### src/dsb_cfg.svh
`ifndef DSB_CFG_SVH
`define DSB_CFG_SVH

// extended mode register field positions
`define DSB_EMR_WIDTH 16
`define DSB_EMR_COMPLEMENT_DISABLE_BIT 10
`define DSB_EMR_REDUNDANT_ENABLE_BIT 11

// reset values of the captured mode bits
`define DSB_COMPLEMENT_DISABLE_RESET 1'b0
`define DSB_REDUNDANT_ENABLE_RESET 1'b0

// data bus layout
`define DSB_DQ_WIDTH 16
`define DSB_BYTE_LANES 2
`define DSB_NIBBLE_LO_MASK 16'h000F
`define DSB_BYTE_LO_MASK 16'h00FF
`define DSB_ALL_MASK 16'hFFFF

// synchroniser depth for pins from the link
`define DSB_SYNC_STAGES 2

`endif

### src/dsb_pkg.sv
package dsb_pkg;

    typedef enum logic [1:0] {
        DSB_WIDTH_X4 = 2'b00,
        DSB_WIDTH_X8 = 2'b01,
        DSB_WIDTH_X16 = 2'b10
    } dsb_width_type;

endpackage

### src/dsb_strobe_balls.sv
`timescale 1ns/100ps
`include "dsb_cfg.svh"

// Function
// - strobe outputs on reads, inputs on writes
// - read strobe edges move with data
// - complement strobe only in differential mode
// - x16: separate low and high byte strobes
// - x8: redundant strobe enabled by mode register load
// - redundant strobe driven on reads only
// - redundant strobe off: ball is write mask
// - redundant complement needs both modes enabled
// - x16: bit ten zero enables byte complements
// - x8: bit ten zero enables both complements
// - upper nibble balls: data on x8, none x4
// - masked write bytes discarded, both edges
module dsb_strobe_balls
    import dsb_pkg::*;
#(
    parameter int DQ_WIDTH = `DSB_DQ_WIDTH,
    parameter int LANES = `DSB_BYTE_LANES
) (
    input wire logic clk,
    input wire logic reset_n,
    input wire dsb_width_type width_sel,
    input wire logic emr_load,
    input wire logic [`DSB_EMR_WIDTH-1:0] emr_value,
    input wire logic read_active,
    input wire logic read_beat,
    input wire logic [DQ_WIDTH-1:0] read_data,
    input wire logic write_active,
    output logic write_valid,
    output logic [DQ_WIDTH-1:0] write_data,
    output logic [LANES-1:0] write_keep,
    input wire logic [DQ_WIDTH-1:0] dq_in,
    output logic [DQ_WIDTH-1:0] dq_out,
    output logic [DQ_WIDTH-1:0] dq_oe,
    input wire logic [LANES-1:0] strobe_in,
    output logic [LANES-1:0] strobe_out,
    output logic [LANES-1:0] strobe_oe,
    input wire logic [LANES-1:0] strobe_n_in,
    output logic [LANES-1:0] strobe_n_out,
    output logic [LANES-1:0] strobe_n_oe,
    input wire logic [LANES-1:0] write_mask_in,
    input wire logic redundant_read_strobe_in,
    output logic redundant_read_strobe_out,
    output logic redundant_read_strobe_oe,
    output logic redundant_read_strobe_n_out,
    output logic redundant_read_strobe_n_oe,
    output logic differential_mode,
    output logic redundant_enabled
);

    logic strobe_complement_disable;
    logic redundant_enable;
    logic read_drive;
    logic read_level;
    logic [DQ_WIDTH-1:0] read_word;

    // mode bits captured on a mode register load
    // reset leaves differential strobes on and the redundant strobe off;
    // a load replaces both bits at once
    always_ff @(posedge clk) begin
        if (!reset_n) begin
            strobe_complement_disable <= `DSB_COMPLEMENT_DISABLE_RESET;
            redundant_enable <= `DSB_REDUNDANT_ENABLE_RESET;
        end else if (emr_load) begin
            strobe_complement_disable <= emr_value[`DSB_EMR_COMPLEMENT_DISABLE_BIT];
            redundant_enable <= emr_value[`DSB_EMR_REDUNDANT_ENABLE_BIT];
        end
    end

    wire is_x8 = (width_sel == DSB_WIDTH_X8);
    wire is_x16 = (width_sel == DSB_WIDTH_X16);
    wire diff_on = !strobe_complement_disable;
    wire redundant_read_strobe_n_on = is_x8 && redundant_enable;

    // balls in use for the configured width
    wire [DQ_WIDTH-1:0] width_mask = is_x16 ? `DSB_ALL_MASK :
        (is_x8 ? `DSB_BYTE_LO_MASK : `DSB_NIBBLE_LO_MASK);
    wire [LANES-1:0] lane_used = {is_x16, 1'b1};

    assign differential_mode = diff_on;
    assign redundant_enabled = redundant_read_strobe_n_on;

    // read side: strobe toggles in the same cycle the data changes
    always_ff @(posedge clk) begin
        if (!reset_n) begin
            read_drive <= 1'b0;
            read_level <= 1'b0;
            read_word <= '0;
        end else begin
            read_drive <= read_active;
            if (!read_active) begin
                read_level <= 1'b0;
            end else if (read_beat) begin
                read_level <= !read_level;
                read_word <= read_data;
            end
        end
    end

    // pins are released one cycle after the read window closes
    assign dq_out = read_word;
    assign dq_oe = read_drive ? width_mask : '0;
    assign strobe_out = {LANES{read_level}};
    assign strobe_oe = read_drive ? lane_used : '0;
    assign strobe_n_out = {LANES{!read_level}};
    assign strobe_n_oe = (read_drive && diff_on) ? lane_used : '0;
    assign redundant_read_strobe_out = read_level;
    assign redundant_read_strobe_oe = read_drive && redundant_read_strobe_n_on;
    assign redundant_read_strobe_n_out = !read_level;
    assign redundant_read_strobe_n_oe = read_drive && redundant_read_strobe_n_on && diff_on;

    // write side: every link pin passes two flip-flops first
    logic [DQ_WIDTH-1:0] dq_s1;
    logic [DQ_WIDTH-1:0] dq_s2;
    logic [LANES-1:0] dqs_s1;
    logic [LANES-1:0] dqs_s2;
    logic [LANES-1:0] dqs_s3;
    logic [LANES-1:0] dqsn_s1;
    logic [LANES-1:0] dqsn_s2;
    logic [LANES-1:0] mask_s1;
    logic [LANES-1:0] mask_s2;
    logic redundant_read_strobe_n_s1;
    logic redundant_read_strobe_n_s2;

    always_ff @(posedge clk) begin
        if (!reset_n) begin
            dq_s1 <= '0;
            dq_s2 <= '0;
            dqs_s1 <= '0;
            dqs_s2 <= '0;
            dqsn_s1 <= '1;
            dqsn_s2 <= '1;
            mask_s1 <= '0;
            mask_s2 <= '0;
            redundant_read_strobe_n_s1 <= 1'b0;
            redundant_read_strobe_n_s2 <= 1'b0;
        end else begin
            dq_s1 <= dq_in;
            dq_s2 <= dq_s1;
            dqs_s1 <= strobe_in;
            dqs_s2 <= dqs_s1;
            dqsn_s1 <= strobe_n_in;
            dqsn_s2 <= dqsn_s1;
            mask_s1 <= write_mask_in;
            mask_s2 <= mask_s1;
            redundant_read_strobe_n_s1 <= redundant_read_strobe_in;
            redundant_read_strobe_n_s2 <= redundant_read_strobe_n_s1;
        end
    end

    // captures wait until the synchronisers hold real pin levels: a strobe
    // left high across reset would otherwise look like a fresh edge
    localparam int SETTLE = `DSB_SYNC_STAGES + 1;
    logic [1:0] settle_count;
    wire sync_ready = (settle_count == 2'(SETTLE));

    always_ff @(posedge clk) begin
        if (!reset_n) begin
            settle_count <= 2'h0;
        end else if (!sync_ready) begin
            settle_count <= settle_count + 2'h1;
        end
    end

    // no capture while the device drives the strobes or is about to turn
    // the bus round, so a read never leaks into the write path
    wire capture_open = write_active && sync_ready && !read_active && !read_drive;

    // shared ball is the low mask when the redundant strobe is off
    wire low_mask = is_x8 ? (!redundant_enable && redundant_read_strobe_n_s2) : mask_s2[0];
    wire [LANES-1:0] lane_mask = {is_x16 && mask_s2[1], low_mask};

    // differential receive: true high and complement low
    wire [LANES-1:0] dqs_level = diff_on ? (dqs_s2 & ~dqsn_s2) : dqs_s2;
    wire [LANES-1:0] lane_edge;
    logic [LANES-1:0] lane_keep;
    logic [DQ_WIDTH-1:0] lane_data;

    always_ff @(posedge clk) begin
        if (!reset_n) begin
            dqs_s3 <= '0;
        end else begin
            dqs_s3 <= dqs_level;
        end
    end

    // each used lane takes one byte per strobe level change
    genvar b;
    generate
        for (b = 0; b < LANES; b = b + 1) begin : g_lane
            // both edges capture while the device is not driving
            assign lane_edge[b] = lane_used[b] && capture_open
                && (dqs_level[b] != dqs_s3[b]);
            always_ff @(posedge clk) begin
                if (!reset_n) begin
                    lane_keep[b] <= 1'b0;
                    lane_data[8*b +: 8] <= 8'h00;
                end else if (lane_edge[b]) begin
                    lane_keep[b] <= !lane_mask[b];
                    lane_data[8*b +: 8] <= dq_s2[8*b +: 8] & width_mask[8*b +: 8];
                end
            end
        end
    endgenerate

    // one pulse per beat; the lanes of one beat land in the same cycle
    logic wr_pulse;
    always_ff @(posedge clk) begin
        if (!reset_n) begin
            wr_pulse <= 1'b0;
        end else begin
            wr_pulse <= |lane_edge;
        end
    end

    assign write_valid = wr_pulse;
    assign write_data = lane_data;
    assign write_keep = wr_pulse ? (lane_keep & lane_used) : '0;

endmodule

### config.mk
export PLATFORM = sky130hd
export DESIGN_NAME = dsb_strobe_balls
export DESIGN_NICKNAME = d
export VERILOG_FILES = /design/src/dsb_pkg.sv /design/src/dsb_strobe_balls.sv
export VERILOG_INCLUDE_DIRS = /design/src
export SDC_FILE = /design/constraint.sdc
export NUM_CORES = 1
export LEC_CHECK = 0
export ABC_AREA = 1
export BUFFER_PORTS_ARGS = -buffer_cell sky130_fd_sc_hd__buf_2
export CAP_MARGIN = 20
export CELL_PAD_IN_SITES_DETAIL_PLACEMENT = 0
export CELL_PAD_IN_SITES_GLOBAL_PLACEMENT = 1
export CORE_MARGIN = 8
export CORE_UTILIZATION = 34
export DETAILED_ROUTE_END_ITERATION = 8
export PLACE_DENSITY_LB_ADDON = 0.15
export SKIP_LAST_GASP = 1
export SLEW_MARGIN = 20
export SYNTH_ARGS = -nofsm -noshare
export SYNTH_HDL_FRONTEND = slang
export SYNTH_SLANG_ARGS = --single-unit
export TNS_END_PERCENT = 5
### constraint.sdc
create_clock -name clk -period 1.47 [get_ports clk]
set_input_delay 0.0735 -clock clk [delete_from_list [all_inputs] [get_ports clk]]
set_output_delay 0.0735 -clock clk [all_outputs]
set_load 0.005 [all_outputs]
Word-level counts from Yosys, hierarchy flattened
Index checks and enable logic that the tools add are counted.
- add/sub/neg operators: 1
- multipliers: 0
- divide/modulo/power cells: 0
- magnitude comparators: 0
- equal/unequal tests: 5
- shift operators: 0
- multiplexer cells: 8
- bitwise gates (word level): 5
- reductions and logical operators: 22
- operators by type and width (operator ; count):
    $mux W16 ; 2
    $and A8 B8 Y8 ; 2
    $logic_and A1 B1 Y1 ; 12
    $mux W2 ; 4
    $mux W8 ; 1
    $logic_not A1 Y1 ; 7
    $and A2 B2 Y2 ; 2
    $eq A2 B2 Y1 const B ; 2
    $reduce_and A2 Y1 ; 2
    $add A2 B1 Y2 const B ; 1
    $eq A2 B1 Y1 const B ; 1
    $ne A1 B1 Y1 ; 2
    $not A2 Y2 ; 1
    $reduce_or A2 Y1 ; 1
    $mux W1 ; 1
- flip-flop bits (word level): 89
- latch bits: 0
- RAM bits: 0
- bits in read-only memories: 0
- input bits: 63
- logic and storage cells: 63
- memories kept: 0

Logic depth before layout (Yosys ltp)
Gate-level depths: netlist (run 1).
- depth in word-level cells: 7
- depth in mapped cells: 9
- mapped depth without buffers: 9

Worst setup path after synthesis (run 1)
Ideal clock, no wire load.
- kind: register -> register
- start point: reg settle_count[0]
- end point: reg lane_data[4], in the netlist write_data[4]
- setup time: 0.114 ns
- arrival time: 1.172 ns
- data required time: 1.356 ns
- setup slack: 0.184 ns
- stages on the path, launching flop included: 10
- path buffers: 1
- period minus slack after synthesis: 1.286 ns
- path through: dfxtp_1 > ha_1 > nand2_1 > inv_1 > nand2_2 > clkinv_1 > nand3_4 > buf_6 > a21oi_1 > nor2_1
- cells in the longest elaborated chain, start to end: 5
- ends and longest elaborated chain (what ; line ; RTL):
    start: declaration ; dsb_strobe_balls.sv:157 ; logic [1:0] settle_count;
    start signal: assignment ; dsb_strobe_balls.sv:164 ; settle_count <= settle_count + 2'h1;
    $eq A2 B2 Y1 ; dsb_strobe_balls.sv:158 ; wire sync_ready = (settle_count == 2'(SETTLE));
    $logic_and A1 B1 Y1 (3 in series) ; dsb_strobe_balls.sv:170 ; wire capture_open = write_active && sync_ready && !read_active && !read_drive;
    $logic_and A1 B1 Y1 ; dsb_strobe_balls.sv:196 ; && (dqs_level[b] != dqs_s3[b]);
    end signal: indexed assignment ; dsb_strobe_balls.sv:203 ; lane_data[8*b +: 8] <= dq_s2[8*b +: 8] & width_mask[8*b +: 8];
    end: declaration ; dsb_strobe_balls.sv:180 ; logic [DQ_WIDTH-1:0] lane_data;
Every way passes these cells.
A chain may end at the register's enable or synchronous reset.

Worst setup path in the final report (run 1)
- start point: reg settle_count[0]
- end point: reg lane_data[3], in the netlist write_data[3]
Same word-level chain as after synthesis.

==> results of run 1 <==
==> timing repair <==
item                                    in CTS  in global routing
hold endpoints to repair                    43                  0
resized for setup                            0                  1
endpoints found under the setup margin       0                 10
hold buffers                                45                  0
==> worst paths after layout <==
| kind | startpoint | endpoint | slack [ps] | depth (start not counted) |
|---|---|---|---|---|
| max | settle_count[0] | write_data[3] | 130 | 9 |
| min reg2reg | dq_s1[4] | dq_s2[4] | 410 | 2 |
| max reg2reg | settle_count[0] | write_data[3] | 130 | 9 |
| min | reset_n | dq_out[14] | 140 | 3 |
==> area by class of cell <==
cell class	count	share of cell area, %
tap	133	3.66
sequential	89	39.2
multi-input combinational	216	21.6
clock inverter	7	2.26
timing repair buffer	166	23.9
clock buffer	9	2.73
inverter	80	6.61
==> logic make-up (layout without fill, tap and decap cells) <==
kind of cell	after synthesis	in the layout
simple gates	183	184
buf+inv	114	262
flops	89	89
compound gates	27	27
fa+ha+maj	3	3
xor+xnor	2	2
==> stage by stage <==
stage	total power [uW]	setup TNS (ps)	util, %	cells
final	4930	0	47.6	700
after global routing	5200	-5.52	47.6	700
after CTS	5010	0	47.5	699
after detailed placement	3020	0	40.4	638
after global placement	3010	0	40.4	638
after floorplan	2860	0	-	418
==> metal layers <==
metal | global-route usage, % | routed length, um | up-vias
met4 | 5.59 | 110 | 0
met1 | 12.2 | 3130 | 1202
met2 | 19.8 | 3490 | 61
li1 | - | - | 1491
met5 | 0 | 0 | -
met3 | 3.69 | 524 | 11
==> layout by cell type (no fill, tap or decap), types with 2 or more instances in the layout <==
cell type      netlist  layout
a21oi_1              6       6
buf_2                3     113
buf_4               21       7
bufinv_16            0       2
clkbuf_8             0       9
clkinv_4             0       2
dfxtp_1             89      89
dlygate4sd3_1        0      45
ha_1                 3       3
inv_1               78      78
nand2_1             79      78
nand2_2              3       4
nand2_4              3       3
nand3_1              2       2
nand4_1              9       9
nor2_1              78      78
nor2_2               1       2
o21ai_0             21      21
or2_2                4       4
==> worst max-delay path, cell delays in order, from the launching register on <==
cell	delay (ps)
dfxtp_1	330
ha_1	210
nand2_1	60
inv_1	40
nand2_2	70
clkinv_1	130
nand3_4	230
nand2_1	80
nand2_1	60
nor2_1	40
==> flip-flops by register name, summed over array words and instances, names as in the netlist, 2 cells and up <==
signal / count
dqs_s1: 2
dq_s1: 16
dq_s2: 16
dqsn_s2: 2
mask_s1: 2
dq_out: 16
lane_keep: 2
dqs_s2: 2
write_data: 16
dqsn_s1: 2
mask_s2: 2
settle_count: 2
dqs_s3: 2
==> power breakdown <==
group | total [uW] | switching [uW] | leakage (uW) | internal, uW
Clock | 1880 | 899 | 0.000116 | 978
Combinational | 488 | 227 | 0.00169 | 261
Sequential | 2560 | 42.5 | 0.000732 | 2520
Total | 4930 | 1170 | 0.00254 | 3760
==> results.sh, run 1 <==
export IMPL_status="finished clean"
export IMPL_synthDistinctLibCells=26
export IMPL_synthXorXnorAreaFrac_pct=0.535
export IMPL_dr_pass1_iters=5
export IMPL_finalSetupViolCount=0
export IMPL_dp_hpwl_um=4990
export IMPL_max_cap_viol_count=0
export IMPL_die_y_um=114
export IMPL_cp_max_fo=19
export IMPL_end_kind="flip-flop"
export IMPL_path_class="reg -> reg"
export IMPL_synthAdderAreaFrac_pct=1.15
export IMPL_synth_flop_cell="dfxtp_1"
export IMPL_netlist_instances=418
export IMPL_cp_data_required_time_ps=1730
export IMPL_cts_clk_slew_worst_paths_ps=90
export IMPL_synth_fp_nets=484
export IMPL_synth_area_per_cell_um2=7.83
export IMPL_cp_arrival_ps=1600
export IMPL_wl_per_cell_um=10.4
export IMPL_p_per_area_nw_per_um2=1080
export IMPL_cts_buffers=9
export IMPL_synth_area_um2=3270
export IMPL_ys_async_sr_fraction_pct=0
export IMPL_num_nets_final=628
export IMPL_synth_commonest_cells="dfxtp_1 (89), nand2_1 (79), inv_1 (78), nor2_1 (78)"
export IMPL_slew_viol_final=0
export IMPL_synthToLayoutAreaGrowth_pct=38.9
export IMPL_skew_ps=9.12
export IMPL_synth_top_family_by_area="simple AND/OR/NAND/NOR gates"
export IMPL_ir_drop_v=0.000557
export IMPL_synthSimpleGateAreaFrac_pct=23.9
export IMPL_antenna_found_initial=0
export IMPL_muxShareOfSynthArea_pct=0
export IMPL_clockBufferDepth=2
export IMPL_multiInputGateArea_um2=982
export IMPL_vias_per_cell=3.95
export IMPL_numPortBuffers=113
export IMPL_die_w_um=114
export IMPL_insertion_delay_ps=350
export IMPL_grt_max_degree=52
export IMPL_start_util_pct=34.3
export IMPL_hold_viol=0
export IMPL_die_area_um2=13000
export IMPL_place_ws_ps=112
export IMPL_wirelength_um=7250
export IMPL_cts_setup_buffers=0
export IMPL_grt_pass1_wl_um=12100
export IMPL_relSlewSlack_pct=65.7
export IMPL_start_kind="flip-flop"
export IMPL_whs_ps=144
export IMPL_period_needed_ps=1340
export IMPL_synth_top_cell_by_area="dfxtp_1"
export IMPL_synth_edf_count=0
export IMPL_hp_class="in -> reg"
export IMPL_cts_tree="built"
export IMPL_cts_max_level=3
export IMPL_drt_iter0_markers=97
export IMPL_num_antenna_cells=0
export IMPL_synth_compound_area_share_pct=4.13
export IMPL_root_buffer="clkbuf_8"
export IMPL_worst_pin_slew_ps=514
export IMPL_p_leak_uw=0.00254
export IMPL_ios=128
export IMPL_cts_sinks=89
export IMPL_synthTopCellsByArea="dfxtp_1 (54%), nand2_1 (9.1%), inv_1 (8.9%), nor2_1 (8.9%), buf_4 (4.8%)"
export IMPL_n_fill_cell=982
export IMPL_synth_seq_cells=89
export IMPL_seq_area_um2=1780
export IMPL_ant_nets=0
export IMPL_rsz0062_at_grt="yes"
export IMPL_setup_slack_ps=131
export IMPL_layout_drive_gt1_share_pct=27.2
export IMPL_final_area_um2=4550
export IMPL_ys_warn_count=0
export IMPL_place_gp_congestion=0.696
export IMPL_drc=0
export IMPL_gr_usage_all_layers_pct=11.4
export IMPL_coreArea_um2=9550
export IMPL_dpl_cell_area_um2=3860
export IMPL_ys_seq_area_share_pct=54.4
export IMPL_period_share_pct=91.1
export IMPL_synth_top_area_share_pct=54.4
export IMPL_row_count=36
export IMPL_dr_total_vias=2765
export IMPL_grt_overflow_total=0
export IMPL_grt_pass1_vias=2720
export IMPL_synth_most_common_cell="dfxtp_1"
export IMPL_fmax_mhz=747
(Power assumes the default switching activity.)
==> inputs of run 2 (changes only) <==
MAX_ROUTING_LAYER = met4   (was default)
==> results.sh, run 2 (synthesis gave the netlist of run 1 again) <==
export IMPL_die_w_um=114
export IMPL_cts_sinks=89
export IMPL_p_leak_uw=0.00254
export IMPL_num_nets_final=628
export IMPL_row_count=36
export IMPL_wirelength_um=7260
export IMPL_whs_ps=145
export IMPL_wl_met2_um=3500
export IMPL_die_y_um=114
export IMPL_numPortBuffers=113
export IMPL_startpoint="settle_count[0]"
export IMPL_cts_buffers=9
export IMPL_grt_max_degree=52
export IMPL_rrSetupSlack_ps=130
export IMPL_cts_max_level=3
export IMPL_cp_common_cell="nand2_1"
export IMPL_vias_per_cell=3.96
export IMPL_worstSetupPathDepth=9
export IMPL_skew_ps=9.38
export IMPL_final_area_um2=4550
export IMPL_regToRegEndpoint="write_data[3]"
export IMPL_cts_tree="built"
export IMPL_place_gp_congestion=0.704
export IMPL_ant_nets=0
export IMPL_ios=128
export IMPL_period_share_pct=91.1
export IMPL_drt_iter0_markers=97
export IMPL_clockBufferDepth=2
export IMPL_dr_total_vias=2773
export IMPL_r2r_cells=9
export IMPL_finalSetupViolCount=0
export IMPL_root_buffer="clkbuf_8"
export IMPL_relSlewSlack_pct=65.8
export IMPL_grt_overflow_total=0
export IMPL_wl_per_cell_um=10.4
export IMPL_cts_setup_buffers=0
export IMPL_grt_pass1_wl_um=12100
export IMPL_final_cell_mix="buf_2 (113), dfxtp_1 (89), inv_1 (78), nor2_1 (78), nand2_1 (78)"
export IMPL_grt_pass1_vias=2723
export IMPL_path_cells="ha_1, nand2_1, inv_1, nand2_2, clkinv_1, nand3_4, nand2_1, nand2_1, nor2_1"
export IMPL_path_buf_inv=2
export IMPL_top_layer="met4"
export IMPL_period_needed_ps=1340
export IMPL_start_util_pct=34.3
export IMPL_fin_setup_tns_ps=0
export IMPL_wl_met1_um=3190
export IMPL_max_cap_viol_count=0
export IMPL_synthToLayoutAreaGrowth_pct=38.9
export IMPL_cp_max_fo=19
export IMPL_dp_hpwl_um=4990
export IMPL_status="finished clean"
export IMPL_crit_path_end="write_data[3]"
export IMPL_hp_class="in -> reg"
export IMPL_die_area_um2=13000
export IMPL_fmax_mhz=747
export IMPL_cp_data_required_time_ps=1730
export IMPL_p_per_area_nw_per_um2=1080
export IMPL_n_fill_cell=982
export IMPL_num_antenna_cells=0
export IMPL_reg2reg_from="settle_count[0]"
export IMPL_dr_pass1_iters=5
export IMPL_worst_pin_slew_ps=512
export IMPL_end_kind="flip-flop"
export IMPL_start_kind="flip-flop"
export IMPL_gr_usage_all_layers_pct=11.7
export IMPL_critPathTopFamily="simple AND/OR/NAND/NOR gates"
export IMPL_max_stage_delay_ps=330
export IMPL_final_common_cell="buf_2"
export IMPL_utilization_pct=47.6
export IMPL_layout_drive_gt1_share_pct=27.2
export IMPL_cts_clk_slew_worst_paths_ps=90
export IMPL_drc=0
export IMPL_slew_viol_final=0
export IMPL_coreArea_um2=9550
export IMPL_path_class="reg -> reg"
export IMPL_cp_arrival_ps=1600
export IMPL_ir_drop_v=0.000557
export IMPL_worst_path_max_delay_cell="dfxtp_1"
export IMPL_insertion_delay_ps=350
export IMPL_antenna_found_initial=0
export IMPL_rsz0062_at_grt="yes"
export IMPL_met3_length_um=471
export IMPL_dpl_cell_area_um2=3860
export IMPL_hold_viol=0
[run 2: cell counts in the layout (fill, tap and decap cells not counted)]
Identical to the previous run, type by type.
[run 2: worst min path at each step]
stage	startpoint	cells after the start	slack [ps]	to
floorplan	dq_in[0]	2	170	dq_s1[0]
global placement	dq_in[14]	3	250	dq_s1[14]
detailed placement	dq_in[15]	3	260	dq_s1[15]
CTS	reset_n	3	120	dq_out[5]
global route	reset_n	3	150	dq_out[7]
finish	reset_n	3	140	dq_out[14]
[run 2: cell type report]
cell class | count | area (um^2) | share of cell area [%]
Tap cell | 133 | 166 | 3.66
Clock inverter | 7 | 103 | 2.26
Inverter | 80 | 300 | 6.61
Sequential cell | 89 | 1780 | 39.2
Multi-Input combinational cell | 216 | 982 | 21.6
Timing Repair Buffer | 166 | 1090 | 23.9
Clock buffer | 9 | 124 | 2.73
[run 2: routing by layer]
layer,up-vias,GRT usage (%)
met4,0,5.59
met3,11,3.16
met1,1204,12.5
met2,67,19.8
met5,-,-
li1,1491,-
[run 2: through the flow]
stage	setup slack, ps	instances	total power [uW]
3_3_place_gp	122	638	3010
4_1_cts	85.1	699	5010
5_1_grt	-2.15	700	5200
3_5_place_dp	112	638	3020
2_1_floorplan	184	418	2860
6_report	131	700	4930
[run 2: worst register-to-register path, stage by stage, from the launching register on]
cell and delay, ps:
dfxtp_1 330, ha_1 210, nand2_1 60, inv_1 40
nand2_2 70, clkinv_1 130, nand3_4 230, nand2_1 80
nand2_1 60, nor2_1 40
[run 2: report_power, final]
part           leakage (uW)  internal, uW  switching [uW]  total, uW
clock network      0.000116           978             899       1880
registers          0.000732          2520            42.5       2560
logic               0.00169           261             227        488
total               0.00254          3760            1170       4930
[run 2: repair_timing]
| item | in CTS | in global routing |
|---|---|---|
| endpoints found under the setup margin | 0 | 10 |
| gates resized for setup | 0 | 1 |
| hold buffers | 45 | 0 |
| endpoints found under the hold margin | 43 | 0 |
==> inputs of run 3 (changes only) <==
ABC_AREA = default   (was 1)
CORE_MARGIN = 3   (was 8)
CORE_UTILIZATION = 35   (was 34)
RECOVER_POWER = 100   (was default)
==> results.sh, run 3 <==
export IMPL_skew_ps=8.45
export IMPL_synthDistinctLibCells=30
export IMPL_path_buf_inv=1
export IMPL_finalSetupViolCount=0
export IMPL_hold_viol=0
export IMPL_insertion_delay_ps=340
export IMPL_synth_area_per_cell_um2=10.1
export IMPL_ys_warn_count=0
export IMPL_ant_nets=0
export IMPL_cp_max_fo=9
export IMPL_root_buffer="clkbuf_8"
export IMPL_dr_total_vias=2381
export IMPL_hp_class="in -> reg"
export IMPL_antenna_found_initial=0
export IMPL_path_class="reg -> reg"
export IMPL_wl_per_cell_um=11.2
export IMPL_row_count=34
export IMPL_synth_area_um2=3210
export IMPL_p_int_uw=3900
export IMPL_clock_power_share_pct=40.2
export IMPL_ir_drop_v=0.000552
export IMPL_path_cells="ha_1, and4bb_2, o21a_1, buf_12, mux2i_1"
export IMPL_cts_sinks=89
export IMPL_cp_arrival_ps=1650
export IMPL_rsz0062_at_grt="yes"
export IMPL_drc=0
export IMPL_period_share_pct=93.7
export IMPL_final_common_cell="dfxtp_1"
export IMPL_grt_max_degree=83
export IMPL_vias_per_cell=4.19
export IMPL_cp_data_required_time_ps=1740
export IMPL_p_leak_uw=0.00190
export IMPL_ios=128
export IMPL_p_seq_share_pct=51.3
export IMPL_utilization_pct=49.9
export IMPL_cts_tree="built"
export IMPL_combinationalPowerShare_pct=8.5
export IMPL_gr_usage_all_layers_pct=12.5
export IMPL_cts_buffers=9
export IMPL_max_stage_delay_ps=350
export IMPL_die_area_um2=10400
export IMPL_layout_drive_gt1_share_pct=23.5
export IMPL_cts_clk_slew_worst_paths_ps=80
export IMPL_grt_pass1_wl_um=9800
export IMPL_fmax_mhz=726
export IMPL_die_y_um=102
export IMPL_switching_share_pct=21.4
export IMPL_synthTopCellsByArea="dfxtp_1 (55%), and2_1 (9.9%), nand2_1 (7.5%), mux2i_1 (6.5%), buf_4 (4.7%)"
export IMPL_synth_top_cell_by_area="dfxtp_1"
export IMPL_setup_slack_ps=92.1
export IMPL_slew_viol_final=0
export IMPL_synth_commonest_cells="dfxtp_1 (89), nand2_1 (64), and2_1 (51), mux2i_1 (21), buf_4 (20)"
export IMPL_place_ws_ps=81.2
export IMPL_start_kind="flip-flop"
export IMPL_ys_async_sr_fraction_pct=0
export IMPL_p_per_area_nw_per_um2=1130
export IMPL_wirelength_um=6340
export IMPL_dr_pass1_iters=4
export IMPL_synth_fp_nets=384
export IMPL_synth_most_common_cell="dfxtp_1"
export IMPL_synth_seq_cells=89
export IMPL_cts_max_level=3
export IMPL_dp_hpwl_um=4120
export IMPL_end_kind="flip-flop"
export IMPL_drt_iter0_markers=52
export IMPL_coreArea_um2=8810
export IMPL_max_cap_viol_count=0
export IMPL_critPathTopFamily="flip-flops"
export IMPL_place_gp_congestion=0.727
export IMPL_ys_seq_area_share_pct=55.4
export IMPL_synth_edf_count=0
export IMPL_grt_pass1_vias=2083
export IMPL_worst_pin_slew_ps=555
export IMPL_synth_top_area_share_pct=55.4
export IMPL_start_util_pct=36.5
export IMPL_synth_flop_cell="dfxtp_1"
export IMPL_die_w_um=102
export IMPL_period_needed_ps=1380
export IMPL_relSlewSlack_pct=62.9
export IMPL_worst_path_max_delay_cell="dfxtp_1"
export IMPL_synthToLayoutAreaGrowth_pct=36.6
export IMPL_power_switching_uw=1060
export IMPL_num_nets_final=521
export IMPL_netlist_instances=318
export IMPL_clockBufferDepth=2
export IMPL_num_antenna_cells=0
export IMPL_status="finished clean"
export IMPL_grt_overflow_total=0
export IMPL_final_cell_mix="dfxtp_1 (88), buf_2 (79), nand2_1 (64)"
export IMPL_numPortBuffers=113
run 3: cell count changes after synthesis, sizes merged, moves of 5 or more:
cell	before	now
mux2i	0	21
a21oi	6	1
inv	79	4
o21ai	21	0
nand2	85	64
nand3b	0	5
and2	0	51
nor2	80	0
nand4	9	0
a21boi	0	17
nand2b	0	8
run 3: area by class of cell:
type | instances | area, um^2
repair buffers | 162 | 1040
multi-input cells | 189 | 1180
fillers | 861 | 4410
clock inverters | 6 | 115
clock buffers | 10 | 128
well taps | 108 | 135
inverters | 4 | 15.0
flip-flops and latches | 89 | 1780
run 3: logic make-up (layout without fill, tap and decap cells):
family,after synthesis,count (layout),synth area share [%]
and+or+nand+nor,142,142,23.8
xor gates and xnor gates,2,2,0.545
adders and majority gates,3,3,1.17
buffers and inverters,40,182,7.63
DFF,89,89,55.4
muxes,21,21,6.54
AOI/OAI and AO/OA,21,21,4.90
run 3: worst paths after layout:
path	endpoint	cells after the start	startpoint	slack, ps
min	redundant_enable	3	emr_load	30
max reg2reg	write_data[1]	5	settle_count[0]	90
min reg2reg	dqsn_s2[1]	1	dqsn_s1[1]	420
max	write_data[1]	5	settle_count[0]	90
run 3: power groups by stage:
stage | clock [uW] | combinational, uW | sequential, uW
2_1_floorplan | 0 | 214 | 2600
3_3_place_gp | 0 | 345 | 2600
3_5_place_dp | 0 | 352 | 2600
4_1_cts | 2070 | 438 | 2540
5_1_grt | 2180 | 476 | 2550
6_report | 1990 | 423 | 2540
run 3: timing repair:
item	4_1_cts	5_1_grt
hold buffers	42	0
resized for setup	0	1
endpoints found under the setup margin	0	4
hold endpoints to repair	42	0
buffers inserted	0	0
run 3: worst min-delay path, delay by kind of cell:
| kind | cells | cell delay (ps) |
|---|---|---|
| buffers and inverters | 1 | 100 |
| AND/OR/NAND/NOR | 1 | 90 |
| multiplexers | 1 | 70 |
run 3: stage by stage:
stage | power, uW | setup TNS, ps | area (um^2) | instances | hold slack, ps
final | 4950 | 0 | 4390 | 568 | 27.0
after global routing | 5210 | -14.0 | 4390 | 568 | 42.3
after CTS | 5050 | 0 | 4440 | 568 | 11.2
after floorplan | 2810 | 0 | 3210 | 318 | 175
after detailed placement | 2950 | 0 | 3770 | 510 | 258
after global placement | 2940 | 0 | 3770 | 510 | 257
run 3: metal layers:
| metal | global-route usage, % | wire (um) |
|---|---|---|
| met5 | - | 0 |
| met4 | 4.54 | 71 |
| met3 | 4.03 | 426 |
| met2 | 19.4 | 2820 |
| met1 | 15.4 | 3020 |
